**config.mk**
```make
export PLATFORM = sky130hd
export DESIGN_NAME = hrs_seq
export DESIGN_NICKNAME = d
export VERILOG_FILES = /design/src/logic/hrs_pkg.sv /design/src/logic/hrs_seq.sv /design/src/logic/hrs_sync.sv /design/src/logic/hrs_timer.sv
export SDC_FILE = /design/constraint.sdc
export NUM_CORES = 1
export LEC_CHECK = 0
export ABC_AREA = 1
export ABC_CLOCK_PERIOD_IN_PS = 3300
export BUFFER_PORTS_ARGS = -buffer_cell sky130_fd_sc_hd__buf_2
export CORE_ASPECT_RATIO = 1.5
export CORE_MARGIN = 2
export CORE_UTILIZATION = 44
export DETAILED_ROUTE_END_ITERATION = 6
export SLEW_MARGIN = 20
export SYNTH_ARGS = -nofsm -noshare
export SYNTH_HDL_FRONTEND = slang
export SYNTH_SLANG_ARGS = --single-unit
```
**constraint.sdc**
```tcl
create_clock -name clk_i -period 3.3 [get_ports clk_i]
set_clock_uncertainty 0.05 [all_clocks]
set_input_delay 0.165 -clock clk_i [delete_from_list [all_inputs] [get_ports clk_i]]
set_output_delay 0.165 -clock clk_i [all_outputs]
set_load 0.01 [all_outputs]
```
**src/logic/hrs_pkg.sv**
```systemverilog
// Constants and types for the hub reset and configuration sequencer
package hrs_pkg;

    localparam int CLK_NS       = 20;
    localparam int T_OPER_NS    = 500_000;
    localparam int T_DRIVE_NS   = 1_500;
    localparam int T_EE_MAX_US  = 99_500;
    localparam int T_SMB_MAX_US = 300_000;

    // Least time rounds up, longest time rounds down
    localparam int OPER_CYC  = (T_OPER_NS + CLK_NS - 1) / CLK_NS;
    localparam int DRIVE_CYC = T_DRIVE_NS / CLK_NS;
    localparam int EE_CYC    = (T_EE_MAX_US * 1000) / CLK_NS;
    localparam int SMB_CYC   = (T_SMB_MAX_US / CLK_NS) * 1000;

    localparam int TMR_W     = 24;
    localparam int WAKE_CYC  = 2;
    localparam int N_PORT    = 3;
    localparam int N_LED     = 3;
    localparam int ADDR_W    = 7;

    localparam logic [1:0] MODE_DEF = 2'h0;
    localparam logic [1:0] MODE_EE  = 2'h1;

    localparam logic [7:0] CFG_DEFAULT = 8'h00;
    localparam int         CFG_STRAP_LSB = 0;

    typedef enum logic [7:0] {
        ST_WAKE   = 8'h01,
        ST_SAMPLE = 8'h02,
        ST_DRIVE  = 8'h04,
        ST_STAB   = 8'h08,
        ST_EEPROM = 8'h10,
        ST_SMBUS  = 8'h20,
        ST_ATTACH = 8'h40,
        ST_RUN    = 8'h80
    } hrs_state_t;

endpackage

```
**src/logic/hrs_seq.sv**
```systemverilog
// Hub reset, strap sampling, configuration load and attach sequencer
`timescale 1ns/1ps
`default_nettype none
module hrs_seq #(
    parameter int OPER_CYC = hrs_pkg::OPER_CYC,
    parameter int EE_CYC   = hrs_pkg::EE_CYC,
    parameter int SMB_CYC  = hrs_pkg::SMB_CYC
) (
    input  wire logic        clk_i,
    input  wire logic        rst_b_i,
    input  wire logic        ce_i,
    input  wire logic [2:0]  led_pad_i,
    input  wire logic [1:0]  cfg_mode_i,
    input  wire logic        self_powered_i,
    input  wire logic        ee_done_i,
    input  wire logic        smbus_attach_i,
    input  wire logic        bus_reset_i,
    input  wire logic        addr_wr_i,
    input  wire logic [6:0]  addr_i,
    input  wire logic        set_config_i,
    input  wire logic        suspend_i,
    input  wire logic        resume_i,
    input  wire logic [2:0]  port_power_req_i,
    input  wire logic [2:0]  led_on_i,
    output logic [2:0]       led_out_o,
    output logic [2:0]       led_oe_o,
    output logic [2:0]       port_power_enable_o,
    output logic             port_enable_o,
    output logic             phy_enable_o,
    output logic             osc_run_o,
    output logic             pll_run_o,
    output logic             outputs_driven_o,
    output logic             operational_o,
    output logic             ee_start_o,
    output logic             ee_timeout_o,
    output logic             smbus_late_o,
    output logic             cfg_write_protect_o,
    output logic             usb_attach_o,
    output logic [7:0]       cfg_word_o,
    output logic [2:0]       strap_o,
    output logic [6:0]       usb_addr_o,
    output logic             configured_o,
    output logic             suspended_o,
    output logic             tt_clear_o
);

    // ********************************************************
    // Pin synchronisers and timers
    // ********************************************************
    logic [5:0] sync_w;
    logic [2:0] strap_s;
    logic [1:0] mode_s;
    logic       selfp_s;

    hrs_sync #(
        .W (6)
    ) u_sync (
        .clk_i   (clk_i),
        .rst_b_i (rst_b_i),
        .ce_i    (ce_i),
        .d_i     ({self_powered_i, cfg_mode_i, led_pad_i}),
        .q_o     (sync_w)
    );

    assign strap_s = sync_w[2:0];
    assign mode_s  = sync_w[4:3];
    assign selfp_s = sync_w[5];

    localparam int TW = hrs_pkg::TMR_W;

    hrs_pkg::hrs_state_t state_q;
    hrs_pkg::hrs_state_t state_d;

    logic          up_load;
    logic          up_done;
    logic          ph_load;
    logic [TW-1:0] ph_val;
    logic          ph_done;
    logic [1:0]    mode_q;
    logic          mode_is_def;
    logic          mode_is_ee;

    // Release-relative: wake and sample cycles already elapsed
    localparam int UP_LOAD = OPER_CYC - hrs_pkg::WAKE_CYC - 1;

    hrs_timer #(
        .W (TW)
    ) u_up (
        .clk_i   (clk_i),
        .rst_b_i (rst_b_i),
        .ce_i    (ce_i),
        .load_i  (up_load),
        .val_i   (TW'(UP_LOAD)),
        .done_o  (up_done)
    );

    hrs_timer #(
        .W (TW)
    ) u_ph (
        .clk_i   (clk_i),
        .rst_b_i (rst_b_i),
        .ce_i    (ce_i),
        .load_i  (ph_load),
        .val_i   (ph_val),
        .done_o  (ph_done)
    );

    // ********************************************************
    // Sequence state machine
    // ********************************************************
    logic [1:0] wake_cnt_q;
    logic       wake_end;
    logic       in_sample;
    logic       go_ee;
    logic       go_smb;
    logic       ee_end;
    logic       smb_end;

    assign mode_is_def = (mode_q == hrs_pkg::MODE_DEF);
    assign mode_is_ee  = (mode_q == hrs_pkg::MODE_EE);
    assign wake_end  = (wake_cnt_q == 2'(hrs_pkg::WAKE_CYC - 1));
    assign in_sample = (state_q == hrs_pkg::ST_SAMPLE);
    assign go_ee  = (state_q == hrs_pkg::ST_STAB) && up_done
                    && mode_is_ee;
    assign go_smb = (state_q == hrs_pkg::ST_STAB) && up_done
                    && !mode_is_ee && !mode_is_def;
    assign ee_end  = (state_q == hrs_pkg::ST_EEPROM)
                     && (ee_done_i || ph_done);
    assign smb_end = (state_q == hrs_pkg::ST_SMBUS) && smbus_attach_i;

    assign up_load = in_sample;
    assign ph_load = in_sample || go_ee || go_smb;
    assign ph_val  = in_sample ? TW'(hrs_pkg::DRIVE_CYC)
                   : go_ee     ? TW'(EE_CYC)
                   :             TW'(SMB_CYC);

    always_comb begin
        state_d = state_q;
        unique case (state_q)
            hrs_pkg::ST_WAKE: begin
                if (wake_end) begin
                    state_d = hrs_pkg::ST_SAMPLE;
                end
            end
            hrs_pkg::ST_SAMPLE: begin
                state_d = hrs_pkg::ST_DRIVE;
            end
            hrs_pkg::ST_DRIVE: begin
                if (ph_done) begin
                    state_d = hrs_pkg::ST_STAB;
                end
            end
            hrs_pkg::ST_STAB: begin
                if (up_done) begin
                    if (mode_is_def) begin
                        state_d = hrs_pkg::ST_ATTACH;
                    end else if (mode_is_ee) begin
                        state_d = hrs_pkg::ST_EEPROM;
                    end else begin
                        state_d = hrs_pkg::ST_SMBUS;
                    end
                end
            end
            hrs_pkg::ST_EEPROM: begin
                if (ee_end) begin
                    state_d = hrs_pkg::ST_ATTACH;
                end
            end
            hrs_pkg::ST_SMBUS: begin
                // No time limit: only the attach bit ends the load
                if (smb_end) begin
                    state_d = hrs_pkg::ST_ATTACH;
                end
            end
            hrs_pkg::ST_ATTACH: begin
                state_d = hrs_pkg::ST_RUN;
            end
            hrs_pkg::ST_RUN: begin
                state_d = hrs_pkg::ST_RUN;
            end
            default: begin
                state_d = hrs_pkg::ST_WAKE;
            end
        endcase
    end

    // Async reset forces every flop to its default and drops work
    always_ff @(posedge clk_i or negedge rst_b_i) begin
        if (!rst_b_i) begin
            state_q    <= hrs_pkg::ST_WAKE;
            wake_cnt_q <= 2'h0;
        end else if (ce_i) begin
            state_q <= state_d;
            if (!wake_end) begin
                wake_cnt_q <= wake_cnt_q + 2'h1;
            end
        end
    end

    // ********************************************************
    // Strap capture and default configuration
    // ********************************************************
    logic [2:0] strap_q;
    logic [7:0] cfg_word_q;
    logic [7:0] cfg_word_d;

    // Straps only steer configuration in default mode; decoded from the
    // pins because mode_q is only loaded on the sampling edge itself
    assign cfg_word_d = (mode_s == hrs_pkg::MODE_DEF)
        ? (hrs_pkg::CFG_DEFAULT
           | (8'(strap_s) << hrs_pkg::CFG_STRAP_LSB))
        : hrs_pkg::CFG_DEFAULT;

    always_ff @(posedge clk_i or negedge rst_b_i) begin
        if (!rst_b_i) begin
            strap_q    <= 3'h0;
            mode_q     <= 2'h0;
            cfg_word_q <= hrs_pkg::CFG_DEFAULT;
        end else if (ce_i && in_sample) begin
            // Latched once; pads turn into LED drivers afterwards
            strap_q    <= strap_s;
            mode_q     <= mode_s;
            // Same decode as the sampled mode, taken in one edge
            cfg_word_q <= cfg_word_d;
        end
    end

    // ********************************************************
    // Start-up flags
    // ********************************************************
    logic run_q;
    logic drive_q;
    logic ee_start_q;
    logic ee_to_q;
    logic smb_late_q;
    logic wp_q;
    logic attach_q;

    always_ff @(posedge clk_i or negedge rst_b_i) begin
        if (!rst_b_i) begin
            run_q      <= 1'b0;
            drive_q    <= 1'b0;
            ee_start_q <= 1'b0;
            ee_to_q    <= 1'b0;
            smb_late_q <= 1'b0;
            wp_q       <= 1'b0;
            attach_q   <= 1'b0;
        end else if (ce_i) begin
            run_q      <= 1'b1;
            ee_start_q <= go_ee;
            if (state_q == hrs_pkg::ST_DRIVE && ph_done) begin
                drive_q <= 1'b1;
            end
            if (ee_end && !ee_done_i) begin
                ee_to_q <= 1'b1;
            end
            // Bus-powered boards only: late load is reported, not cut
            if (state_q == hrs_pkg::ST_SMBUS && ph_done
                && !selfp_s) begin
                smb_late_q <= 1'b1;
            end
            if (smb_end) begin
                wp_q <= 1'b1;
            end
            if (state_q == hrs_pkg::ST_ATTACH) begin
                attach_q <= 1'b1;
            end
        end
    end

    // ********************************************************
    // USB device state and downstream power
    // ********************************************************
    logic [6:0] addr_q;
    logic       conf_q;
    logic       susp_q;
    logic       tt_clr_q;
    logic [2:0] ppe_q;
    logic [2:0] led_out_q;
    logic       running;

    assign running = (state_q == hrs_pkg::ST_RUN);

    // Bus reset clears the hub's address, configuration and suspend, and drops power on every port
    always_ff @(posedge clk_i or negedge rst_b_i) begin
        if (!rst_b_i) begin
            addr_q   <= 7'h00;
            conf_q   <= 1'b0;
            susp_q   <= 1'b0;
            tt_clr_q <= 1'b0;
            ppe_q    <= 3'h0;
        end else if (ce_i) begin
            tt_clr_q <= bus_reset_i;
            if (bus_reset_i) begin
                addr_q <= 7'h00;
                conf_q <= 1'b0;
                susp_q <= 1'b0;
                ppe_q  <= 3'h0;
            end else begin
                if (addr_wr_i) begin
                    addr_q <= addr_i;
                end
                if (set_config_i) begin
                    conf_q <= 1'b1;
                end
                if (suspend_i) begin
                    susp_q <= 1'b1;
                end else if (resume_i) begin
                    susp_q <= 1'b0;
                end
                ppe_q <= (running && conf_q)
                         ? port_power_req_i : 3'h0;
            end
        end
    end

    // Polarity chosen by the strap seen on the same pad
    always_ff @(posedge clk_i or negedge rst_b_i) begin
        if (!rst_b_i) begin
            led_out_q <= 3'h0;
        end else if (ce_i) begin
            led_out_q <= led_on_i ^ strap_q;
        end
    end

    // ********************************************************
    // Outputs
    // ********************************************************
    assign led_out_o           = led_out_q;
    assign led_oe_o            = {3{drive_q}};
    assign port_power_enable_o = ppe_q;
    assign port_enable_o       = running;
    assign phy_enable_o        = run_q;
    assign osc_run_o           = run_q;
    assign pll_run_o           = run_q;
    assign outputs_driven_o    = drive_q;
    assign operational_o       = up_done;
    assign ee_start_o          = ee_start_q;
    assign ee_timeout_o        = ee_to_q;
    assign smbus_late_o        = smb_late_q;
    assign cfg_write_protect_o = wp_q;
    assign usb_attach_o        = attach_q;
    assign cfg_word_o          = cfg_word_q;
    assign strap_o             = strap_q;
    assign usb_addr_o          = addr_q;
    assign configured_o        = conf_q;
    assign suspended_o         = susp_q;
    assign tt_clear_o          = tt_clr_q;
endmodule
`default_nettype wire

```
**src/logic/hrs_sync.sv**
```systemverilog
// Two-stage synchroniser for pins entering the clock domain
`timescale 1ns/1ps
`default_nettype none
module hrs_sync #(
    parameter int W = 1
) (
    input  wire logic         clk_i,
    input  wire logic         rst_b_i,
    input  wire logic         ce_i,
    input  wire logic [W-1:0] d_i,
    output logic      [W-1:0] q_o
);
    logic [W-1:0] meta_q;
    logic [W-1:0] sync_q;

    always_ff @(posedge clk_i or negedge rst_b_i) begin
        if (!rst_b_i) begin
            meta_q <= '0;
            sync_q <= '0;
        end else if (ce_i) begin
            meta_q <= d_i;
            sync_q <= meta_q;
        end
    end

    assign q_o = sync_q;
endmodule
`default_nettype wire

```
**src/logic/hrs_timer.sv**
```systemverilog
// Loadable down-counter that flags expiry of a phase
`timescale 1ns/1ps
`default_nettype none
module hrs_timer #(
    parameter int W = 24
) (
    input  wire logic         clk_i,
    input  wire logic         rst_b_i,
    input  wire logic         ce_i,
    input  wire logic         load_i,
    input  wire logic [W-1:0] val_i,
    output logic              done_o
);
    logic [W-1:0] cnt_q;
    logic         armed_q;

    always_ff @(posedge clk_i or negedge rst_b_i) begin
        if (!rst_b_i) begin
            cnt_q   <= '0;
            armed_q <= 1'b0;
        end else if (ce_i) begin
            if (load_i) begin
                cnt_q   <= val_i;
                armed_q <= 1'b1;
            end else if (cnt_q != '0) begin
                cnt_q <= cnt_q - W'(1);
            end
        end
    end

    // Level: stays high from expiry until the next load
    assign done_o = armed_q && (cnt_q == '0) && !load_i;
endmodule
`default_nettype wire

```
* Word-level counts from Yosys, hierarchy flattened *
Index checks and enable logic that the tools add are counted.

word-level totals
  flip-flop bits (word level) = 108
  output and inout port bits = 41
  logic and storage cells = 119

cells by class
  add/subtract/negate cells = 3
  equality and inequality tests = 15
  mux-type cells = 24
  bitwise gates (word level) = 2
  reduce and logical (&&, ||, !) cells = 51

operators by type and width
  operator                                             number
  two-way mux 24 bit                                   6
  one-hot mux 8 bit (7 select lines)                   1
  logical NOT 24 bit                                   2
  nonzero test 24 bit                                  2
  subtractor 24 x 1 -> 24 bit (second input constant)  2
  two-way mux 8 bit                                    5
  AND reduction 2 bit                                  13
  two-way mux 7 bit                                    3
  logical AND 1 bit                                    16
  inequality test 2 bit (second input constant)        5
  two-way mux 3 bit                                    3
  == test 8 x 1 -> 1 bit (second input constant)       1
  == test 8 x 2 -> 1 bit (second input constant)       1
  == test 8 x 3 -> 1 bit (second input constant)       1
  == test 8 x 4 -> 1 bit (second input constant)       1
  == test 8 x 5 -> 1 bit (second input constant)       1
  == test 8 x 6 -> 1 bit (second input constant)       1
  == test 8 x 7 -> 1 bit (second input constant)       1
  == test 8 bit (second input constant)                1
  nonzero test 2 bit                                   4
  logical NOT 1 bit                                    6
  two-way mux 6 bit                                    1
  AND reduction 6 bit                                  1
  two-way mux 1 bit                                    5
  other kinds (8)                                      12

* Longest topological paths before layout *
  depth after elaboration = 13
  depth in mapped cells = 14
  mapped depth without buffers = 14

* By module *
Synthesis repeated with hierarchy kept, for this count alone.

unflattened totals
  cell total of the unflattened synthesis = 921
  area, all modules = 6391.1 µm²

modules (own cells, without submodules)
  module            times used  cells each  area an instance (µm²)  sequential area each (µm²)
  hrs_seq           1           246         2065.7                  1027.2
  hrs_timer (u_ph)  1           307         1938.1                  625.6
  hrs_timer (u_up)  1           317         1929.4                  625.6
  hrs_sync          1           51          457.9                   300.3

* Least setup slack after synthesis *
No wires, ideal clock.

  kind = register to register
  start = register u_ph.cnt_q[0]
  end = register state_q[4]
  library setup time = 118 ps
  arrival time = 1810 ps
  setup slack = 1322 ps
  cell stages (with the launch flop) = 12
  path buffers = 0
  clock period less this slack = 1978 ps
  path through = dfrtp_1 > inv_1 > ha_1 > nand3_1 > nor2_1 > nand4_1 > nor3_2 > nand3_2 > nand2_2 > nand2_4 > nand2_1 > nand2_1

on the way
  longest elaborated chain between the ends = 7
  elaborated cells between the ends (all ways) = 8
  classes of those cells = eq/ne: 2; reduce/logical: 6

ends and longest elaborated chain
  what                               line             RTL
  start: declaration                 hrs_timer.sv:14  logic [W-1:0] cnt_q;
  start signal: assignment           hrs_timer.sv:23  cnt_q <= val_i;
  start signal: assignment           hrs_timer.sv:26  cnt_q <= cnt_q - W'(1);
  logical NOT 24 bit *               hrs_timer.sv:32  assign done_o = armed_q && (cnt_q == '0) && !load_i;
  logical AND 1 bit * (2 in series)  hrs_timer.sv:32
  logical OR 1 bit                   hrs_seq.sv:128   && (ee_done_i || ph_done);
  logical AND 1 bit                  hrs_seq.sv:128
  inequality test 2 bit (no line)    n/a
  AND reduction 6 bit (no line) *    n/a
  end signal: assignment             hrs_seq.sv:190   state_q <= hrs_pkg::ST_WAKE;
  end signal: assignment             hrs_seq.sv:193   state_q <= state_d;
  end: declaration                   hrs_seq.sv:71    hrs_pkg::hrs_state_t state_q;

Mark *: on every way between the ends. The rest lies on a longest branch, timed or not.
A chain may end at the register's enable or synchronous reset.

* Final worst setup path *
  start = register u_up.cnt_q[0]
  end = register u_ph.cnt_q[1]

on the way
  longest elaborated chain between the ends = 9
  elaborated cells between the ends (all ways) = 12
  classes of those cells = mux: 1; reduce/logical: 11

ends and longest elaborated chain
  what                                                          line                            RTL
  start: declaration                                            hrs_timer.sv:14
  start signal: assignment                                      hrs_timer.sv:23
  start signal: assignment                                      hrs_timer.sv:26
  logical NOT 24 bit *                                          hrs_timer.sv:32
  logical AND 1 bit * (2 in series)                             hrs_timer.sv:32
  logical AND 1 bit *                                           hrs_seq.sv:123, hrs_seq.sv:125
  logical AND 1 bit (on tied branches)                          hrs_seq.sv:124, hrs_seq.sv:126
  logical OR 1 bit / logical AND 1 bit (equally long branches)  hrs_seq.sv:132, hrs_seq.sv:126
  logical OR 1 bit *                                            hrs_seq.sv:132                  assign ph_load = in_sample || go_ee || go_smb;
  nonzero test 2 bit (no line)                                  n/a
  AND reduction 2 bit (no line)                                 n/a

Marks and branches as above.

==> impl_metrics.env <==
export IMPL_outcome="complete, no violations"
export IMPL_hold_violations=0
export IMPL_synth_warnings=0
export IMPL_reg2reg_slack_ns=0.84
export IMPL_ir_worst_vdd_v=0.000361
export IMPL_fmax_mhz=407
export IMPL_slew_headroom_pct=46.5
export IMPL_row_count=50
export IMPL_synth_seq_cells=103
export IMPL_initial_core_util_pct=45.0
export IMPL_synth_top_cell_area_share_pct=45.3
export IMPL_setup_violations=0
export IMPL_drc_errors=0
export IMPL_die_area_um2=13700
export IMPL_syn_inst=730
export IMPL_h_tree_depth=3
export IMPL_end_kind="flip-flop"
export IMPL_grt_first_pass_wirelength_um=22200
export IMPL_portBuffers=64
export IMPL_first_global_vias=4796
export IMPL_crit_buf_inv=1
export IMPL_ys_flop_type="dfrtp_1"
export IMPL_layout_min_cycle_time_ns=2.46
export IMPL_drive_gt1_share_pct=15.2
export IMPL_antenna_found_initial=0
export IMPL_ys_async_sr_fraction_pct=100
export IMPL_powerDensity_nw_per_um2=775
export IMPL_cts_root_buf="clkbuf_16"
export IMPL_grt_max_degree=63
export IMPL_fin_util_pct=51.9
export IMPL_core_um2=12500
export IMPL_drv_slew=0
export IMPL_worstPathMaxFanout=24
export IMPL_grtUsageTotal_pct=20.3
export IMPL_cp_arrival_ns=2.68
export IMPL_ant_nets=0
export IMPL_seq_area_frac_synth_pct=45.8
export IMPL_routed_wl_um=12900
export IMPL_wire_per_inst_um=13.5
export IMPL_layout_setup_ws_ns=0.841
export IMPL_critPathLaunchType="flip-flop"
export IMPL_clock_sinks=103
export IMPL_cap_violations=0
export IMPL_drt_initial_drc_count=245
export IMPL_grt_overflow_total=0
export IMPL_die_h_um=143
export IMPL_synth_edf_count=0
export IMPL_cp_data_required_time_ns=3.52
export IMPL_postSynthAreaPerCell_um2=7.71
export IMPL_synth_area_leaders="dfrtp_1, nand2_1, nor2_1"
export IMPL_hold_buffers=12
export IMPL_viasPerCell=5.14
export IMPL_synth_distinct_cells=43
export IMPL_num_fill_cells=1224
export IMPL_crit_chain="inv_1 -> ha_1 -> nand2_1 -> nor2_1 -> nand2_2 -> nor2_8 -> nand3_2 -> nand2_2 -> nor2_8 -> a21oi_4 -> o21ai_1 -> o21ai_1"
export IMPL_rsz0062_at_grt="false"
export IMPL_diodes=0
export IMPL_dp_slack_ns=0.889
export IMPL_clkTransAtPathRegs_ns=0.08
export IMPL_critPathTopFamily="simple AND/OR/NAND/NOR gates"
export IMPL_synth_area_leader_cell="dfrtp_1"
export IMPL_cts_buffers=9
export IMPL_setup_tns_ns=0
export IMPL_synthToLayoutAreaGrowth_pct=15.3
export IMPL_num_vias=4931
export IMPL_leakage_nw=3.36
export IMPL_die_w_um=96.4
export IMPL_critical_path_class="reg -> reg"
export IMPL_fin_crit_sh_pct=74.5
export IMPL_cpMaxStageDelayCell="a21oi_4"
export IMPL_boundaryPins=70
export IMPL_synth_cell_area_um2=5630
export IMPL_cts_setup_buffers=0
export IMPL_dp_hpwl_um=9410
export IMPL_slowest_delay_ns=0.51
export IMPL_cts_tree="built"
export IMPL_cts_resized=0
export IMPL_nets=832
export IMPL_tightest_slew_ns=0.802
export IMPL_clk_latency_ns=0.35
export IMPL_clock_path_buffers=2
export IMPL_hp_class="in -> reg"
export IMPL_place_congestion=0.918
export IMPL_first_pass_iters=4
==> Yosys cell counts, drive strengths merged, types with 2 or more instances <==
cell type,number
nor3,10
o21ai,68
nand3b,2
nor4,9
nand4,12
nand2,213
dfrtp,102
o31ai,9
xnor2,4
a21oi,17
nor2,87
or2,4
buf,16
inv,74
ha,4
xor2,20
o21bai,4
nand3,56
clkbuf,10
==> layout make-up <==
type | count | area (um^2) | share of cell area, %
Clock buffer | 9 | 225 | 3.47
Clock inverter | 7 | 100 | 1.54
Inverter | 75 | 282 | 4.34
Multi-Input combinational cell | 530 | 2630 | 40.4
Sequential cell | 103 | 2580 | 39.7
Tap cell | 156 | 195 | 3.01
Timing Repair Buffer | 80 | 485 | 7.48
==> final timing paths <==
path                               start             end  depth (start not counted)
min in group asynchronous        rst_b_i  u_up.cnt_q[11]                          2
max reg2reg                u_up.cnt_q[0]   u_ph.cnt_q[1]                         12
max                        u_up.cnt_q[0]   u_ph.cnt_q[1]                         12
max in group asynchronous        rst_b_i   u_ph.cnt_q[8]                          3
min                            addr_i[1]   usb_addr_o[1]                          3
min reg2reg                 usb_attach_o    usb_attach_o                          1
==> cells in the final DEF, fill, tap and decap left out, types with 3 or more instances in the layout <==
cell and count:
nor2_8 3, buf_2 63, o21ai_0 44, or2_2 4
nor4_1 9, nand3_1 54, o31ai_1 9, conb_1 5
nor3_1 8, a21oi_1 15, xor2_1 20, dlygate4sd3_1 12
inv_2 4, clkbuf_16 9, dfrtp_1 102, ha_1 4
buf_4 4, nand4_1 12, inv_1 70, nor2_1 75
o21bai_1 4, nor2_2 7, xnor2_1 4, o21ai_1 24
nand2_2 8, nand2_1 203
==> state kept, by name, summed over array words and instances (netlist names), 2 cells and up <==
signal               cells
port_power_enable_o      3
strap_o                  3
usb_addr_o               7
u_up.cnt_q              24
u_sync.q_o               6
u_ph.cnt_q              24
u_sync.meta_q            6
mode_q                   2
state_q                  8
cfg_word_o               3
led_out_o                3
wake_cnt_q               2
==> where the power goes <==
group | internal (W) | switching [W] | total (W)
clock | 0.000614 | 0.000534 | 0.00115
combinational | 0.000697 | 0.00126 | 0.00196
sequential | 0.00161 | 0.000308 | 0.00192
total | 0.00292 | 0.00210 | 0.00503
==> per-stage QoR <==
step | total power (W) | cells | instance area (um^2) | hold WS (ns)
floorplan | 0.00335 | 734 | 5650 | -0.181
global placement | 0.00386 | 932 | 6050 | 0.248
detailed placement | 0.00388 | 932 | 6050 | 0.254
CTS | 0.00505 | 960 | 6490 | 0.00137
global route | 0.00544 | 960 | 6490 | 0.0167
finish | 0.00503 | 960 | 6490 | 0.00459
==> layer usage <==
layer	GRT usage [%]	routed length, um
met3	2.97	388
met2	35.8	6650
met1	25.3	5650
met4	6.15	233
met5	0	0
==> tightest hold or removal path: stages <==
cell and delay, ns:
buf_2 0.08, nand3_1 0.06, nand2_1 0.06
==> cells by family after synthesis <==
family	Yosys count	share of synthesized area (%)
AOI/OAI and AO/OA	103	10.2
and+or+nand+nor	394	31.5
buffers and inverters	101	7.84
other	1	0.0666
DFF	103	45.8
xor gates and xnor gates	24	3.73
adders and majority gates	4	0.889
No activity file was read; power rests on OpenSTA's default activity.
